$ cat config.mk
export PLATFORM = sky130hd
export DESIGN_NAME = rxpf_top
export DESIGN_NICKNAME = d
export VERILOG_FILES = /design/src/design/rxpf_pkg.sv /design/src/design/rxpf_top.sv
export VERILOG_INCLUDE_DIRS = /design/src /design/src/design
export SDC_FILE = /design/constraint.sdc
export NUM_CORES = 1
export LEC_CHECK = 0
export BUFFER_PORTS_ARGS = -buffer_cell sky130_fd_sc_hd__buf_2
export CORE_UTILIZATION = 50
export DETAILED_ROUTE_END_ITERATION = 12
export HOLD_SLACK_MARGIN = 0.15
export PLACE_DENSITY = 0.76
export SYNTH_ARGS = -nofsm -noshare
export SYNTH_HDL_FRONTEND = slang
export SYNTH_SLANG_ARGS = --single-unit
$ cat constraint.sdc
create_clock -name pclk -period 2.25 [get_ports pclk]
set_clock_uncertainty 0.05 [all_clocks]
set_input_delay 0.1125 -clock pclk [delete_from_list [all_inputs] [get_ports pclk]]
set_output_delay 0.1125 -clock pclk [all_outputs]
set_load 0.005 [all_outputs]
$ cat src/design/rxpf_params.svh
// register offsets, field positions and reset values of the rx packet format block
`ifndef RXPF_PARAMS_SVH
`define RXPF_PARAMS_SVH

// index offsets are not multiples of four: byte address is index times four
`define RXPF_IDX_PKT_CTRL     8'h30
`define RXPF_IDX_HDR_CTRL2    8'h33
`define RXPF_IDX_PREA_LEN     8'h34
`define RXPF_IDX_PREA_DET     8'h35
`define RXPF_IDX_SYNC3        8'h36
`define RXPF_IDX_SYNC2        8'h37
`define RXPF_IDX_SYNC1        8'h38
`define RXPF_IDX_SYNC0        8'h39
`define RXPF_IDX_FIX_LEN      8'h3E
`define RXPF_IDX_STATUS       8'h50

`define RXPF_RST_HDR_CTRL2    8'h00
`define RXPF_RST_PREA_LEN     8'h08
`define RXPF_RST_PREA_DET     8'h00
`define RXPF_RST_SYNC3        8'h2D
`define RXPF_RST_SYNC2        8'hD4
`define RXPF_RST_SYNC1        8'h00
`define RXPF_RST_SYNC0        8'h00
`define RXPF_RST_FIX_LEN      8'h00
`define RXPF_RST_PKT_EN       1'b0

`define RXPF_HDR2_WMASK       8'h7F
`define RXPF_PKT_EN_BIT       7
`define RXPF_MAX_HDR_CODE     3'h4

`endif

$ cat src/design/rxpf_pkg.sv
// types shared by the rx packet format block
package rxpf_pkg;

	typedef struct packed {
		logic       pkt_en;
		logic [2:0] hdr_len;
		logic       fixed_len;
		logic [1:0] sync_len;
		logic [8:0] prea_len;
		logic [4:0] prea_thresh;
		logic [2:0] rssi_offset;
		logic [7:0] fixed_len_val;
	} rxpf_cfg_t;

	typedef enum logic [4:0] {
		RXPF_HUNT   = 5'b00001,
		RXPF_HEADER = 5'b00010,
		RXPF_LENGTH = 5'b00100,
		RXPF_BODY   = 5'b01000,
		RXPF_DONE   = 5'b10000
	} rxpf_state_t;

endpackage : rxpf_pkg

$ cat src/design/rxpf_top.sv
// rx packet format configuration registers with sync, header and length framer
//
// Contract
// - header length counts only while packet handling is enabled.
// - header bytes arrive index 3 first; code 0 none up to code 4 bytes 3..0.
// - fixed-length set means no length byte and the configured length is used.
// - sync length code 0..3 selects byte 3 only up to all four bytes.
// - sync bytes are expected highest index first.
// - preamble length is nine bits counting 4-bit nibbles.
// - preamble length bit 8 lives in bit 0 of header control two.
// - a preamble length of zero acts as one nibble.
// - the largest preamble length is all nine bits set.
// - preamble length resets to eight nibbles.
// - a five-bit threshold in bits 7:3 of detect control counts nibbles.
// - a three-bit field in bits 2:0 adds 4 dB per step to signal strength.
// - sync bytes 3, 2, 1 reset to 2D, D4 and 00.
// - with packet handling off every byte after sync is stored as body.
//
// Local design decision: the APB slave port.
`timescale 1ns/100ps
`default_nettype none
`include "rxpf_params.svh"

module rxpf_top
	import rxpf_pkg::*;
(
	// clock and reset
	input  wire logic        pclk,
	input  wire logic        presetn,
	// apb slave
	input  wire logic        psel,
	input  wire logic        penable,
	input  wire logic        pwrite,
	input  wire logic [11:0] paddr,
	input  wire logic [31:0] pwdata,
	input  wire logic [3:0]  pstrb,
	output logic      [31:0] prdata,
	output logic             pready,
	output logic             pslverr,
	// demodulated byte stream
	input  wire logic [7:0]  rx_byte,
	input  wire logic        rx_byte_valid,
	input  wire logic        rx_frame_end,
	// framer outputs and static configuration outputs
	output logic [7:0]       body_byte,
	output logic             body_valid,
	output logic             hdr_valid,
	output logic [1:0]       hdr_index,
	output logic             sync_found,
	output logic [8:0]       prea_nibbles,
	output logic [4:0]       prea_thresh,
	output logic [5:0]       rssi_offset_db
);

	// ----------------------------------------------------------
	// registers
	// ----------------------------------------------------------
	logic [7:0] hdr_ctrl2;
	logic [7:0] prea_len_lo;
	logic [7:0] prea_det;
	logic [7:0] sync_w [0:3];
	logic [7:0] fix_len;
	logic       pkt_en;

	rxpf_cfg_t   cfg;
	rxpf_state_t state;
	rxpf_state_t next_state;

	logic [1:0] sync_idx;
	logic [2:0] hdr_cnt;
	logic [7:0] body_cnt;
	logic       body_limited;
	logic [7:0] len_val;

	// ----------------------------------------------------------
	// apb decode
	// ----------------------------------------------------------
	logic [9:0] idx;
	logic       wr_en;
	logic       rd_en;
	logic       addr_ok;
	logic [7:0] wbyte;
	logic [7:0] rd_val;

	assign idx   = paddr[11:2];
	assign wbyte = pwdata[7:0];
	assign wr_en = psel && penable && pwrite && pstrb[0] && addr_ok;
	assign rd_en = psel && !penable && !pwrite;

	always_comb begin
		addr_ok = 1'b1;
		rd_val  = 8'h00;
		case (idx)
			{2'b00, `RXPF_IDX_PKT_CTRL}:  rd_val = {pkt_en, 7'h00};
			{2'b00, `RXPF_IDX_HDR_CTRL2}: rd_val = {1'b0, hdr_ctrl2[6:0]};
			{2'b00, `RXPF_IDX_PREA_LEN}:  rd_val = prea_len_lo;
			{2'b00, `RXPF_IDX_PREA_DET}:  rd_val = prea_det;
			{2'b00, `RXPF_IDX_SYNC3}:     rd_val = sync_w[3];
			{2'b00, `RXPF_IDX_SYNC2}:     rd_val = sync_w[2];
			{2'b00, `RXPF_IDX_SYNC1}:     rd_val = sync_w[1];
			{2'b00, `RXPF_IDX_SYNC0}:     rd_val = sync_w[0];
			{2'b00, `RXPF_IDX_FIX_LEN}:   rd_val = fix_len;
			{2'b00, `RXPF_IDX_STATUS}:    rd_val = {3'h0, state};
			default:                      addr_ok = 1'b0;
		endcase
	end

	// zero-wait slave: every access completes in its first access cycle
	always_ff @(posedge pclk or negedge presetn) begin
		if (!presetn) begin
			prdata  <= 32'h0000_0000;
			pready  <= 1'b0;
			pslverr <= 1'b0;
		end else begin
			pready  <= psel && !penable;
			pslverr <= psel && !penable && !addr_ok;
			if (rd_en)
				prdata <= {24'h00_0000, rd_val};
		end
	end

	// ----------------------------------------------------------
	// register writes (taken at the access edge with pready high)
	// ----------------------------------------------------------
	logic wr_take;
	assign wr_take = wr_en && pready;

	always_ff @(posedge pclk or negedge presetn) begin
		if (!presetn) begin
			hdr_ctrl2   <= `RXPF_RST_HDR_CTRL2;
			prea_len_lo <= `RXPF_RST_PREA_LEN;
			prea_det    <= `RXPF_RST_PREA_DET;
			sync_w[3]   <= `RXPF_RST_SYNC3;
			sync_w[2]   <= `RXPF_RST_SYNC2;
			sync_w[1]   <= `RXPF_RST_SYNC1;
			sync_w[0]   <= `RXPF_RST_SYNC0;
			fix_len     <= `RXPF_RST_FIX_LEN;
			pkt_en      <= `RXPF_RST_PKT_EN;
		end else if (wr_take) begin
			case (idx)
				{2'b00, `RXPF_IDX_PKT_CTRL}:
					pkt_en <= wbyte[`RXPF_PKT_EN_BIT];
				{2'b00, `RXPF_IDX_HDR_CTRL2}:
					hdr_ctrl2 <= wbyte & `RXPF_HDR2_WMASK;
				{2'b00, `RXPF_IDX_PREA_LEN}:  prea_len_lo <= wbyte;
				{2'b00, `RXPF_IDX_PREA_DET}:  prea_det    <= wbyte;
				{2'b00, `RXPF_IDX_SYNC3}:     sync_w[3]   <= wbyte;
				{2'b00, `RXPF_IDX_SYNC2}:     sync_w[2]   <= wbyte;
				{2'b00, `RXPF_IDX_SYNC1}:     sync_w[1]   <= wbyte;
				{2'b00, `RXPF_IDX_SYNC0}:     sync_w[0]   <= wbyte;
				{2'b00, `RXPF_IDX_FIX_LEN}:   fix_len     <= wbyte;
				default: ;
			endcase
		end
	end

	// ----------------------------------------------------------
	// configuration view
	// ----------------------------------------------------------
	always_comb begin
		cfg.pkt_en        = pkt_en;
		cfg.hdr_len       = hdr_ctrl2[6:4];
		cfg.fixed_len     = hdr_ctrl2[3];
		cfg.sync_len      = hdr_ctrl2[2:1];
		cfg.prea_len      = {hdr_ctrl2[0], prea_len_lo};
		cfg.prea_thresh   = prea_det[7:3];
		cfg.rssi_offset   = prea_det[2:0];
		cfg.fixed_len_val = fix_len;
	end

	// header byte count in effect; codes above four clamp to four
	logic [2:0] hdr_need;
	always_comb begin
		if (!cfg.pkt_en)
			hdr_need = 3'h0;
		else if (cfg.hdr_len > `RXPF_MAX_HDR_CODE)
			hdr_need = `RXPF_MAX_HDR_CODE;
		else
			hdr_need = cfg.hdr_len;
	end

	// ----------------------------------------------------------
	// static outputs
	// ----------------------------------------------------------
	always_ff @(posedge pclk or negedge presetn) begin
		if (!presetn) begin
			prea_nibbles   <= {1'b0, `RXPF_RST_PREA_LEN};
			prea_thresh    <= 5'h00;
			rssi_offset_db <= 6'h00;
		end else begin
			// zero behaves as one nibble
			prea_nibbles <= (cfg.prea_len == 9'h000) ? 9'h001
				: cfg.prea_len;
			prea_thresh    <= cfg.prea_thresh;
			rssi_offset_db <= {1'b0, cfg.rssi_offset, 2'b00};
		end
	end

	// ----------------------------------------------------------
	// framer state machine
	// ----------------------------------------------------------
	logic sync_hit;
	logic sync_last;
	logic hdr_last;
	assign sync_hit  = rx_byte == sync_w[2'h3 - sync_idx];
	assign sync_last = sync_idx == cfg.sync_len;
	assign hdr_last  = (hdr_cnt + 3'h1) == hdr_need;

	always_comb begin
		next_state = state;
		case (state)
			RXPF_HUNT:
				if (rx_byte_valid && sync_hit && sync_last) begin
					if (hdr_need != 3'h0)
						next_state = RXPF_HEADER;
					else if (cfg.pkt_en && !cfg.fixed_len)
						next_state = RXPF_LENGTH;
					else
						next_state = RXPF_BODY;
				end
			RXPF_HEADER:
				if (rx_byte_valid && hdr_last)
					next_state = cfg.fixed_len ? RXPF_BODY
						: RXPF_LENGTH;
			RXPF_LENGTH:
				if (rx_byte_valid)
					next_state = (rx_byte == 8'h00) ? RXPF_DONE : RXPF_BODY;
			RXPF_BODY:
				if (rx_byte_valid && body_limited
					&& body_cnt + 8'h01 == len_val)
					next_state = RXPF_DONE;
			RXPF_DONE:
				next_state = RXPF_DONE;
			default:
				next_state = RXPF_HUNT;
		endcase
		if (rx_frame_end)
			next_state = RXPF_HUNT;
	end

	always_ff @(posedge pclk or negedge presetn) begin
		if (!presetn)
			state <= RXPF_HUNT;
		else
			state <= next_state;
	end

	// sync byte index: restart on mismatch, rechecking the byte as byte 3
	always_ff @(posedge pclk or negedge presetn) begin
		if (!presetn)
			sync_idx <= 2'h0;
		else if (state != RXPF_HUNT || rx_frame_end)
			sync_idx <= 2'h0;
		else if (rx_byte_valid) begin
			if (sync_hit && !sync_last)
				sync_idx <= sync_idx + 2'h1;
			else if (!sync_hit && rx_byte == sync_w[3] && cfg.sync_len != 2'h0)
				sync_idx <= 2'h1;
			else
				sync_idx <= 2'h0;
		end
	end

	// header count, length capture and body count
	always_ff @(posedge pclk or negedge presetn) begin
		if (!presetn) begin
			hdr_cnt      <= 3'h0;
			body_cnt     <= 8'h00;
			len_val      <= 8'h00;
			body_limited <= 1'b0;
		end else if (state == RXPF_HUNT) begin
			hdr_cnt      <= 3'h0;
			body_cnt     <= 8'h00;
			len_val      <= cfg.fixed_len_val;
			body_limited <= cfg.pkt_en;
		end else if (rx_byte_valid) begin
			if (state == RXPF_HEADER)
				hdr_cnt <= hdr_cnt + 3'h1;
			if (state == RXPF_LENGTH)
				len_val <= rx_byte;
			if (state == RXPF_BODY)
				body_cnt <= body_cnt + 8'h01;
		end
	end

	// registered outputs toward the data path
	always_ff @(posedge pclk or negedge presetn) begin
		if (!presetn) begin
			body_byte  <= 8'h00;
			body_valid <= 1'b0;
			hdr_valid  <= 1'b0;
			hdr_index  <= 2'h0;
			sync_found <= 1'b0;
		end else begin
			body_byte  <= rx_byte;
			body_valid <= rx_byte_valid && state == RXPF_BODY
				&& !rx_frame_end;
			hdr_valid  <= rx_byte_valid && state == RXPF_HEADER
				&& !rx_frame_end;
			hdr_index  <= 2'(3'h3 - hdr_cnt);
			sync_found <= state == RXPF_HUNT && next_state != RXPF_HUNT;
		end
	end

endmodule : rxpf_top
`default_nettype wire

Word level (Yosys, flattened, before mapping)
Cells that the tools add are included.
Word-level totals
  bits in registers: 131
  word-level logic and storage cells: 139
Operators by class
  add/sub/neg operators: 5
  bitwise gates (word level): 1
  mux-type cells: 31
  eq/ne operators: 22
  $lt $le $gt $ge: 2
  reduce and logical (&&, ||, !) cells: 52
Operator list (number)
  equality test 10 x 6 -> 1 bit, second input constant: 9
  one-hot mux 8 bit (10 select lines): 1
  two-way mux 8 bit: 8
  two-way mux 5 bit: 6
  one-hot mux 5 bit (5 select lines): 1
  equality test 8 bit: 3
  AND reduction 2 bit: 12
  logical AND 1 bit: 22
  binary-select mux 8 bit (select 2 bit): 1
  two-way mux 3 bit: 5
  two-way mux 4 bit: 3
  nonzero test 2 bit: 6
  equality test 10 x 7 -> 1 bit, second input constant: 1
  inequality test 5 x 1 -> 1 bit, second input constant: 2
  OR reduction 10 bit: 1
  logical NOT 9 bit: 1
  two-way mux 9 bit: 1
  adder 8 x 1 -> 8 bit, second input constant: 1
  logical NOT 8 bit: 1
  logical NOT 1 bit: 7
  two-way mux 2 bit: 3
  equality test 5 x 1 -> 1 bit, second input constant: 1
  equality test 5 x 2 -> 1 bit, second input constant: 1
  equality test 5 x 3 -> 1 bit, second input constant: 1
  13 further kinds: 15

Logic depth before layout (Yosys ltp)
Gate-level depths: netlist (run 1).
  depth in word-level cells: 13
  depth in mapped cells: 8
  gate-level depth less buffers: 7

Worst setup path before layout (run 1)
OpenSTA, ideal clock, no wires.
  path type: register to register
  start point: register body_cnt[0]
  end point: register state[3]
  arrival: 1.945 ns
  path buffers: 0
  clock period less this slack: 2.127 ns
  data required time: 2.068 ns
  stages on the path, launching flop included: 8
  slack: 0.123 ns
  path through: dfrtp_1 ha_1 nand3_2 or3_1 a2111oi_2 nand3_1 a221oi_1 a21oi_1
Between the ends
  cells in the longest elaborated chain, start to end: 6
RTL lines
  from (decl): RTL line rxpf_top.sv:71  | logic [7:0] body_cnt;
  from (signal assigned): RTL line rxpf_top.sv:282  | body_cnt <= body_cnt + 8'h01;
  adder 8 x 1 -> 8 bit: RTL line rxpf_top.sv:230  | && body_cnt + 8'h01 == len_val)
  equality test 8 bit: RTL line rxpf_top.sv:230
  logical AND 1 bit: RTL line rxpf_top.sv:230
  two-way mux 5 bit: RTL line rxpf_top.sv:229  | if (rx_byte_valid && body_limited
  one-hot mux 5 bit (5 select lines): RTL line rxpf_top.sv:211  | case (state)
  two-way mux 5 bit: RTL line rxpf_top.sv:237  | if (rx_frame_end)
  net next_state[3]: RTL line rxpf_top.sv:67  | rxpf_state_t next_state;
  to (signal assigned): RTL line rxpf_top.sv:245  | state <= next_state;
  to (decl): RTL line rxpf_top.sv:66  | rxpf_state_t state;
The timed path passes the listed nets, and every way through them passes these cells.
A chain may end at the register's enable or synchronous reset.

Worst setup path after layout (run 1)
  start point: register sync_idx[0]
  end point: register sync_idx[0]
Between the ends
  cells in the longest elaborated chain, start to end: 13
  elaborated cells between the ends (all ways): 17
  those cells by class: add/sub (2); eq/ne (2); mux (7); bitwise (1); reduce/logical (5)
RTL lines
  from (decl): RTL line rxpf_top.sv:69  | logic [1:0] sync_idx;
  from (signal assigned): RTL line rxpf_top.sv:256  | sync_idx <= sync_idx + 2'h1;
  subtractor 2 bit: RTL line rxpf_top.sv:205  | assign sync_hit = rx_byte == sync_w[2'h3 - sync_idx];
  NOT 2 -> 3 bit (implied by the code): RTL line rxpf_top.sv:205
  binary-select mux 8 bit (select 2 bit): RTL line rxpf_top.sv:205
  two-way mux 8 bit (implied by the code) (2 in series): RTL line rxpf_top.sv:205
  equality test 8 bit: RTL line rxpf_top.sv:205
  logical NOT 1 bit: RTL line rxpf_top.sv:257  | else if (!sync_hit && rx_byte == sync_w[3] && cfg.sync_len != 2'h0)
  logical AND 1 bit (2 in series): RTL line rxpf_top.sv:257
  two-way mux 1 bit: RTL line rxpf_top.sv:257
  two-way mux 2 bit (*): RTL line rxpf_top.sv:255  | if (sync_hit && !sync_last)
  two-way mux 2 bit (*): RTL line rxpf_top.sv:254  | else if (rx_byte_valid) begin
  two-way mux 2 bit (*): RTL line rxpf_top.sv:252  | else if (state != RXPF_HUNT || rx_frame_end)
Every way passes the cells marked *; elsewhere a longest branch is shown, timed or not. The select of a mux whose other input is x is not followed.

==> impl_summary.md, run 1 <==
Yosys
The area of the mapped netlist is 6730 µm². The count of flip-flops with a built-in enable after synthesis is 0. The count of state elements after synthesis is 131. The number of instances in the synthesized netlist is 583. The share of the synthesized area in the top cell type is 44.6%. The sequential element share of the synthesized area is 48.9%. The synthesized area per cell is 11.6 µm². The post-synthesis async set-or-reset flop share is 100%.

The warning count from the yosys run is 0. The most instantiated flip-flop cell in the synthesis netlist is sky130_fd_sc_hd__dfrtp_1. The netlist uses 70 different library cells.

Of all cell types, the one taking the most synthesized area is sky130_fd_sc_hd__dfrtp_1. By area the synthesized netlist is led by sky130_fd_sc_hd__dfrtp_1, sky130_fd_sc_hd__mux2_2, sky130_fd_sc_hd__dfstp_2.

Cells and area
The total non-filler cell area in the finished layout is 8260 µm². The filler cells instantiated in the layout total 1025. Leaving out filler cells and counting taps, the final layout contains 882. In the layout the commonest cells are sky130_fd_sc_hd__dfrtp_1, sky130_fd_sc_hd__buf_2, sky130_fd_sc_hd__mux2_2, sky130_fd_sc_hd__nand2_1, sky130_fd_sc_hd__buf_4. Registers take 3290 µm². The number of nets at the end of the flow is 758. The multi-input combinational cells in the finished layout cover a total of 3190 µm².

The number of antenna diodes in the final layout is 0. The most frequent standard cell in the layout excluding fill and tap cells is sky130_fd_sc_hd__dfrtp_1. Of the cells placed in the final design, the portion with a size suffix greater than 1 is 31.2%. The layout overhead on the synthesized area is 22.7%.

Worst setup path
Along the worst path, the maximum fanout reaches 13. The arrival time at the worst endpoint is 2.40 ns. Together, buffers and inverters on the worst path number 1.

The cell with the largest stage delay on the worst path is sky130_fd_sc_hd__mux4_2. The critical setup path kind is reg2reg. The sort of element at the start of the critical path is a register. Walking the worst path, the cells encountered are buf_12 -> mux4_2 -> xnor2_1 -> nand4_1 -> nor2_4 -> mux2i_1 -> a211oi_2. On the worst path, the slowest cell contributes a delay of 0.52 ns.

At the worst endpoint, the required time is 2.48 ns. Broken down by cell family, the worst path's largest delay share belongs to multiplexers. STA classifies the critical path endpoint as a register.

Drt
The detailed router finished its first iteration with 474 violations. Dividing the detail-routed wire length by the instance count gives 19.4 µm. The via density per instance is 5.89. Across all layers, the routed design uses 5199 vias. After detailed routing, the number of remaining DRC violations is 0. In this run the remaining antenna-violating nets after routing total 0. For this run, the detailed router's first-pass iteration total came to 7.

The sum of routed wire length over all layers is 17100 µm.

Clock tree
The insertion delay of the later-clocked pin in the worst-skew pair is 0.42 ns. The clock transition time at the flip-flop clock pins of the worst setup and hold paths is 0.06 ns. The deepest level of the CTS H-tree is 4. CTS saw 131 sinks.

The buffer cell driving the clock tree root is sky130_fd_sc_hd__clkbuf_16. The number of clock buffers added by TritonCTS is 17. TritonCTS built the clock tree. The number of buffers between clock root and the deepest sink is 2.

Timing
Setup slack on the critical path of the routed design comes to 0.0834 ns. In this run the tightest slew margin relative to its limit is 58.0%. The hold violation count in the final report is 0. Setup violations remaining at the end of the flow were counted as 0. The final count of pins violating max slew is 0. The period utilization is 96.3%.

The minimum clock period is 2.17 ns. Setup repair after global routing could not meet its margin everywhere. The slew at the pin closest to its max-slew limit is 0.629 ns. The peak clock frequency supported by timing is 462 MHz.

Floorplanning
The die covers 13900 µm². The die is 118 µm tall. The number of rows in the core area is 42. The number of I/O pins is 130. For this configuration, the core starts out at a cell density of 51.1%.

The floorplan step set the die width to 118 µm. The placeable core region is 13200 µm².

Global routing
The met1 track utilization from global routing is 33.1%. For met3 alone, demand over resource in global routing was 5.04%. For this run the aggregate overflow at the end of global routing stands at 0. Across every metal layer, demand over resource in global routing totals 25.7%.

For met2 alone, demand over resource in global routing was 41.5%. In this run the most used layer during global routing was met2. The number of antenna violations at the first check in global routing came to 0. The first global-routing pass estimated 27400 µm of wire. The pin count of the biggest net entering global routing is 48. The number of global-route vias before repair is 5111.

Place
In this run, placement finished with an instance count of 825. Once placement finished, the instance area stood at 7320 µm². The detailed-placement wirelength estimate is 11900 µm. The worst setup slack before clock tree synthesis is 0.0601 ns.

The final weighted congestion of routability-driven global placement is 0.911. The count of buffers added on input and output ports is 73.

Power and ir drop
The sequential group share of total power is 41.5%. The worst-case IR drop observed on VDD is 549 µV. The relative contribution of the clock network to total power is 53.4%.

In this run the static leakage power is 3.94 nW. The design internal power is 4.50 mW. Dividing total power by cell area gives a power density of 692 nW/µm². The overall power is 5.72 mW. The combinational share of power is 5.1%. Net switching is 21.3% of the power.

Summed over all nets, the switching power comes to 1.22 mW.

Run status
The run finished with clean final reports.

Min path
The class of the tightest hold or removal check is in2async.

Job
The number of max-cap violations is 0.
## metrics by stage
stage	util, %	setup TNS [ns]	hold slack [ns]
after detailed placement	55.5	0	0.122
after CTS	62.3	0	0.231
after floorplan	-	0	-0.233
after global routing	62.6	-0.0138	0.277
after global placement	55.5	0	0.110
final	62.6	0	0.214
## state kept, by name (all words and copies together), names as in the netlist, 2 cells and up
name,count
hdr_cnt,3
rssi_offset_db,3
prea_nibbles,9
fix_len,8
prea_det,8
sync_w,32
hdr_index,2
prdata,8
body_byte,8
sync_idx,2
body_cnt,8
hdr_ctrl2,7
state,5
prea_len_lo,8
prea_thresh,5
len_val,8
## per-layer routing
| metal | vias up | share of wire (%) |
|---|---|---|
| met4 | 0 | 3.8 |
| met1 | 2588 | 41 |
| li1 | 2303 | - |
| met2 | 254 | 48 |
| met5 | - | 0 |
| met3 | 54 | 6.7 |
## synth_stat cells, types with 6 or more instances
| cell type | number |
|---|---|
| sky130_fd_sc_hd__dfstp_2 | 11 |
| sky130_fd_sc_hd__inv_1 | 6 |
| sky130_fd_sc_hd__xor2_1 | 14 |
| sky130_fd_sc_hd__buf_4 | 28 |
| sky130_fd_sc_hd__nor2b_1 | 9 |
| sky130_fd_sc_hd__a32oi_1 | 6 |
| sky130_fd_sc_hd__mux2i_1 | 19 |
| sky130_fd_sc_hd__dfrtp_1 | 120 |
| sky130_fd_sc_hd__nand3_1 | 18 |
| sky130_fd_sc_hd__nand2_1 | 34 |
| sky130_fd_sc_hd__mux2_4 | 8 |
| sky130_fd_sc_hd__mux2_1 | 18 |
| sky130_fd_sc_hd__o21ai_0 | 27 |
| sky130_fd_sc_hd__mux2_2 | 40 |
| sky130_fd_sc_hd__mux4_2 | 6 |
| sky130_fd_sc_hd__xnor2_1 | 16 |
| sky130_fd_sc_hd__a22oi_1 | 10 |
| sky130_fd_sc_hd__buf_2 | 9 |
| sky130_fd_sc_hd__nand2b_1 | 7 |
| sky130_fd_sc_hd__clkbuf_1 | 24 |
| sky130_fd_sc_hd__o31ai_1 | 6 |
| sky130_fd_sc_hd__nor4_1 | 7 |
| sky130_fd_sc_hd__and3_1 | 6 |
| sky130_fd_sc_hd__nor2_1 | 26 |
| sky130_fd_sc_hd__a21oi_1 | 22 |
## cells by family after synthesis
family	after synthesis	synth area share [%]
buffers and inverters	69	5.69
DFF	131	48.9
other	1	0.0557
adders and majority gates	2	0.372
AOI/OAI and AO/OA	103	10.3
xor gates and xnor gates	30	3.90
and+or+nand+nor	154	13.7
muxes	93	17.1
## power by group through the flow
stage               Sequential, mW  Combinational [mW]  Clock [mW]
detailed placement            2.42               0.257           0
finish                        2.37               0.291        3.05
global route                  2.37               0.317        3.19
global placement              2.42               0.249           0
floorplan                     2.42               0.124           0
CTS                           2.37               0.289        3.09
## cell type report
cell class                 instances  area share [%]
clock buffer                      20            5.53
clock inverter                    12            2.47
inverter                           6           0.273
multi-input combinational        409            38.6
sequential                       131            39.8
tap                              176            2.67
timing repair buffer             128            10.6
## path summary, 6_finish.rpt
path | slack [ns] | to | startpoint | depth (start not counted)
worst min register to register | 0.34 | prea_nibbles[3]$_DFF_PN1_ | prea_len_lo[3]$_DFFE_PN1P_ | 0
worst max-delay path | 0.08 | sync_idx[0]$_DFFE_PN0P_ | sync_idx[0]$_DFFE_PN0P_ | 7
min in group pclk | 0.26 | prea_len_lo[6]$_DFFE_PN0P_ | pstrb[0] | 4
worst max register to register | 0.08 | sync_idx[0]$_DFFE_PN0P_ | sync_idx[0]$_DFFE_PN0P_ | 7
worst min-delay path | 0.21 | body_byte[6]$_DFF_PN0_ | presetn | 2
max in group asynchronous | 1.15 | sync_w[12]$_DFFE_PN1P_ | presetn | 3
## worst reg2reg max path, cell delays in order (launching register included)
cell,delay [ns]
sky130_fd_sc_hd__dfrtp_1,0.38
sky130_fd_sc_hd__buf_12,0.16
sky130_fd_sc_hd__mux4_2,0.53
sky130_fd_sc_hd__xnor2_1,0.20
sky130_fd_sc_hd__nand4_1,0.18
sky130_fd_sc_hd__nor2_4,0.18
sky130_fd_sc_hd__mux2i_1,0.26
sky130_fd_sc_hd__a211oi_2,0.10
## what timing repair did
action,4_1_cts,5_1_grt
hold buffers,24,0
gates resized for setup,0,4
endpoints found under the setup margin,0,3
endpoints found under the hold margin,181,0
setup buffers,0,1
Note: power is estimated with default switching activity, not from simulation.
==> inputs of run 2 (changes only) <==
--- a/config.mk
+++ b/config.mk
@@ -7,10 +7,9 @@
 export NUM_CORES = 1
 export LEC_CHECK = 0
 export BUFFER_PORTS_ARGS = -buffer_cell sky130_fd_sc_hd__buf_2
-export CORE_UTILIZATION = 50
+export CORE_UTILIZATION = 35
 export DETAILED_ROUTE_END_ITERATION = 12
 export HOLD_SLACK_MARGIN = 0.15
-export PLACE_DENSITY = 0.76
 export SYNTH_ARGS = -nofsm -noshare
 export SYNTH_HDL_FRONTEND = slang
 export SYNTH_SLANG_ARGS = --single-unit
==> run 2 against run 1 <==
Via count decreased by 2.2%. Count of clock-buffer cells in the layout increased by 1. Power decreased by 5.1%. Largest power group unchanged.
==> impl_summary.md, run 2 (synthesis results as in run 1) <==
Run status
The run finished with clean final reports.

Cells and area
The number of diodes is 0 (unchanged). The layout cell share with drive strength beyond 1 is 32.0% (+0.80 points). The area occupied by multi-input gates is 3200 µm² (+0.47%).

The area taken by flip-flops and latches is 3290 µm² (unchanged). The flip-flop count of the largest register, all copies and words added came to 32 (unchanged). The number of fill cells in the layout was 1741 (+70%). The final design utilization is 44.1% (-19 points). The most frequent standard cell in the layout excluding fill and tap cells is sky130_fd_sc_hd__dfrtp_1. The number of nets at the end of the flow is 759 (+0.13%). The largest registers in the layout are sync_w x32, prea_nibbles x9. In the layout the commonest cells are sky130_fd_sc_hd__dfrtp_1, sky130_fd_sc_hd__buf_2, sky130_fd_sc_hd__mux2_2, sky130_fd_sc_hd__nand2_1, sky130_fd_sc_hd__buf_4.

The total non-filler cell area in the finished layout was 8280 µm² (+0.17%). The area growth from synthesis to layout is 22.9%. The register with the most flip-flops in the final layout is sync_w.

Timing
The slew at the pin closest to its max-slew limit was 0.633 ns (+0.00337 ns). The setup-violating endpoint count in the final report is 0 (unchanged). The minimum clock period was 2.16 ns (-0.00598 ns). Setup repair after global routing could not meet its margin everywhere. The final setup slack of the worst path is 0.0894 ns (+0.00598 ns). The hold violation count in the final report is 0 (unchanged). The normalized max-slew margin is 57.8% (-0.22 points).

The peak clock frequency supported by timing is 463 MHz (+0.28%). The period utilization is 96.0% (-0.27 points). The final count of pins violating max slew is 0 (unchanged).

The final setup TNS is 0 ns (unchanged).

Floorplanning
The horizontal extent of the die is 141 µm (+19%). The total die area is 19800 µm² (+42%). The chip height was 141 µm (+19%). The initial cell density of the core was 35.9% (-15 points). The number of I/O pins is 130 (unchanged).

The number of rows in the core area is 50 (+19%). The placeable core region is 18800 µm² (+42%).

Clock tree
The CTS tree is done. The deepest level of the CTS H-tree was 4 (unchanged). The insertion delay of the later-clocked pin in the worst-skew pair was 0.43 ns (about the same). The clock buffer count from CTS is 17 (unchanged). The number of buffers between clock root and the deepest sink is 2 (unchanged). The buffer cell driving the clock tree root is sky130_fd_sc_hd__clkbuf_16. The clock transition time at the flip-flop clock pins of the worst setup and hold paths is 0.06 ns (about the same).

The TritonCTS sink count came to 131 (unchanged).

Worst setup path
The delay contributed by the slowest stage of the critical path is 0.53 ns (about the same). Walking the worst path, the cells encountered are buf_12 -> mux4_2 -> xnor2_1 -> nand4_1 -> nor2_4 -> mux2i_2 -> a211oi_2. The worst register-to-register path begins at sync_idx[0]$_DFFE_PN0P_. The highest net fanout along the worst path is 11 (-2). In this run the worst setup path begins at sync_idx[0]$_DFFE_PN0P_. Grouping stages by cell kind, the critical path spends the most delay in multiplexers. The number of buffers and inverters on the critical path is 1 (unchanged). The sort of element at the start of the critical path is a register. The critical path in this run is classified as reg2reg. The endpoint required time on the critical path is 2.50 ns (+0.02 ns). The cell with the largest stage delay on the worst path is sky130_fd_sc_hd__mux4_2.

The element type at the critical path end is a register. The arrival time at the worst endpoint is 2.41 ns (about the same).

Drt
The detailed router's first-iteration violation count was 383 (-19%). The sum of routed wire length over all layers is 18000 µm (+5.1%). The via count came to 5083 (-2.2%). The detailed-router iteration count before antenna repair is 5 (-2).

The routed wirelength normalized by instance count is 19.1 µm (-1.5%). The DRC violation count after routing is 0 (unchanged). The via density per instance was 5.40 (-8.4%). The number of nets with antenna violations after routing is 0 (unchanged).

Global routing
The met1 track utilization from global routing is 23.5% (-9.6 points). The number of global-route vias before repair came to 5221 (+2.2%). The met3 track utilization from global routing is 4.55% (-0.49 points). The remaining global-route overflow is 0 (unchanged).

The number of antenna violations at the first check in global routing came to 1 (+1). The pin count of the biggest net entering global routing is 67 (+40%). The met2 layer usage reported by global route is 31.6% (-9.9 points). The most utilized layer in the global route result is met2. The overall routing resource usage is 19.3% (-6.5 points).

The first-pass GRT wire length came to 28600 µm (+4.4%).

Power and ir drop
The design internal power is 4.17 mW (-7.4%). The worst ir drop on vdd is 513 µV (-6.6%). The net switching power of the design is 1.26 mW (+3.4%).

The relative contribution of the clock network to total power is 50.8% (-2.6 points). The combinational share of power was 5.5% (+0.4 points). The sequential group share of total power is 43.7% (+2.2 points).

The reported leakage power came to 3.90 nW (-1.1%). The power density over cell area is 656 nW/µm² (-5.3%). The overall power was 5.43 mW (-5.1%).

The net switching fraction of the power is 23.2% (+1.9 points).

Place
The detailed-placement wirelength estimate is 12800 µm (+7.4%). The final weighted congestion of routability-driven global placement is 0.873 (-4.2%). The worst setup slack before clock tree synthesis is 0.0563 ns (-0.00388 ns). The number of port buffers is 73 (unchanged). The placed standard-cell area is 7390 µm² (+0.97%).

Min path
The path class of the tightest hold or removal check is in2async.

Job
The number of max-cap violations is 0 (unchanged).
## run 2: changes by cell type in the layout (fill, tap and decap cells not counted), moves of 2 or more
| cell | change |
|---|---|
| sky130_fd_sc_hd__xnor2_2 | +3 |
| sky130_fd_sc_hd__clkinvlp_4 | +3 |
| sky130_fd_sc_hd__mux4_2 | +2 |
| sky130_fd_sc_hd__xnor2_1 | -3 |
| sky130_fd_sc_hd__inv_6 | +2 |
| sky130_fd_sc_hd__clkinv_4 | -3 |
| sky130_fd_sc_hd__mux4_1 | -2 |
| sky130_fd_sc_hd__bufinv_16 | -3 |
## run 2: what timing repair did
item / in CTS / in global routing
setup buffers: 0 / 1
hold buffers: 24 / 0
endpoints found under the setup margin: 0 / 3
hold endpoints to repair: 205 / 0
gates resized for setup: 0 / 10
## run 2: final cells by class
class | count | share of cell area [%]
Inverter | 6 | 0.272
Multi-Input combinational cell | 409 | 38.7
Clock buffer | 21 | 5.56
Timing Repair Buffer | 129 | 10.6
Tap cell | 234 | 3.54
Sequential cell | 131 | 39.8
Clock inverter | 11 | 1.54
## run 2: per-stage QoR
stage,hold WS (ns),instances
2_1_floorplan,-0.233,609
3_3_place_gp,0.0928,884
3_5_place_dp,0.0983,884
4_1_cts,0.228,940
5_1_grt,0.249,941
6_report,0.188,941
## run 2: worst reg2reg max path: stages, from the launching register on
cell and delay, ns:
sky130_fd_sc_hd__dfrtp_1 0.37, sky130_fd_sc_hd__buf_12 0.16, sky130_fd_sc_hd__mux4_2 0.53, sky130_fd_sc_hd__xnor2_1 0.21
sky130_fd_sc_hd__nand4_1 0.18, sky130_fd_sc_hd__nor2_4 0.20, sky130_fd_sc_hd__mux2i_2 0.25, sky130_fd_sc_hd__a211oi_2 0.09
## run 2: worst paths after layout
path,end,slack (ns),depth (start not counted)
max in group asynchronous,prea_nibbles[3]$_DFF_PN1_,1.18,3
min,body_cnt[5]$_DFFE_PN0P_,0.19,2
max reg2reg,sync_idx[0]$_DFFE_PN0P_,0.09,7
min in group pclk,pkt_en$_DFFE_PN0P_,0.27,4
max,sync_idx[0]$_DFFE_PN0P_,0.09,7
min reg2reg,prea_nibbles[3]$_DFF_PN1_,0.34,0
## run 2: metal layers
layer | vias up | share of wire, %
met1 | 2545 | 43
met2 | 193 | 48
met5 | - | 0
met4 | 0 | 3.4
met3 | 42 | 5.5
li1 | 2303 | -
## run 2: power groups by stage
stage                     registers, mW  clock network (mW)  logic [mW]
after floorplan                    2.42                   0       0.124
after global routing               2.37                2.89       0.327
final                              2.37                2.76       0.297
after detailed placement           2.42                   0       0.260
after global placement             2.42                   0       0.252
after CTS                          2.37                2.80       0.294
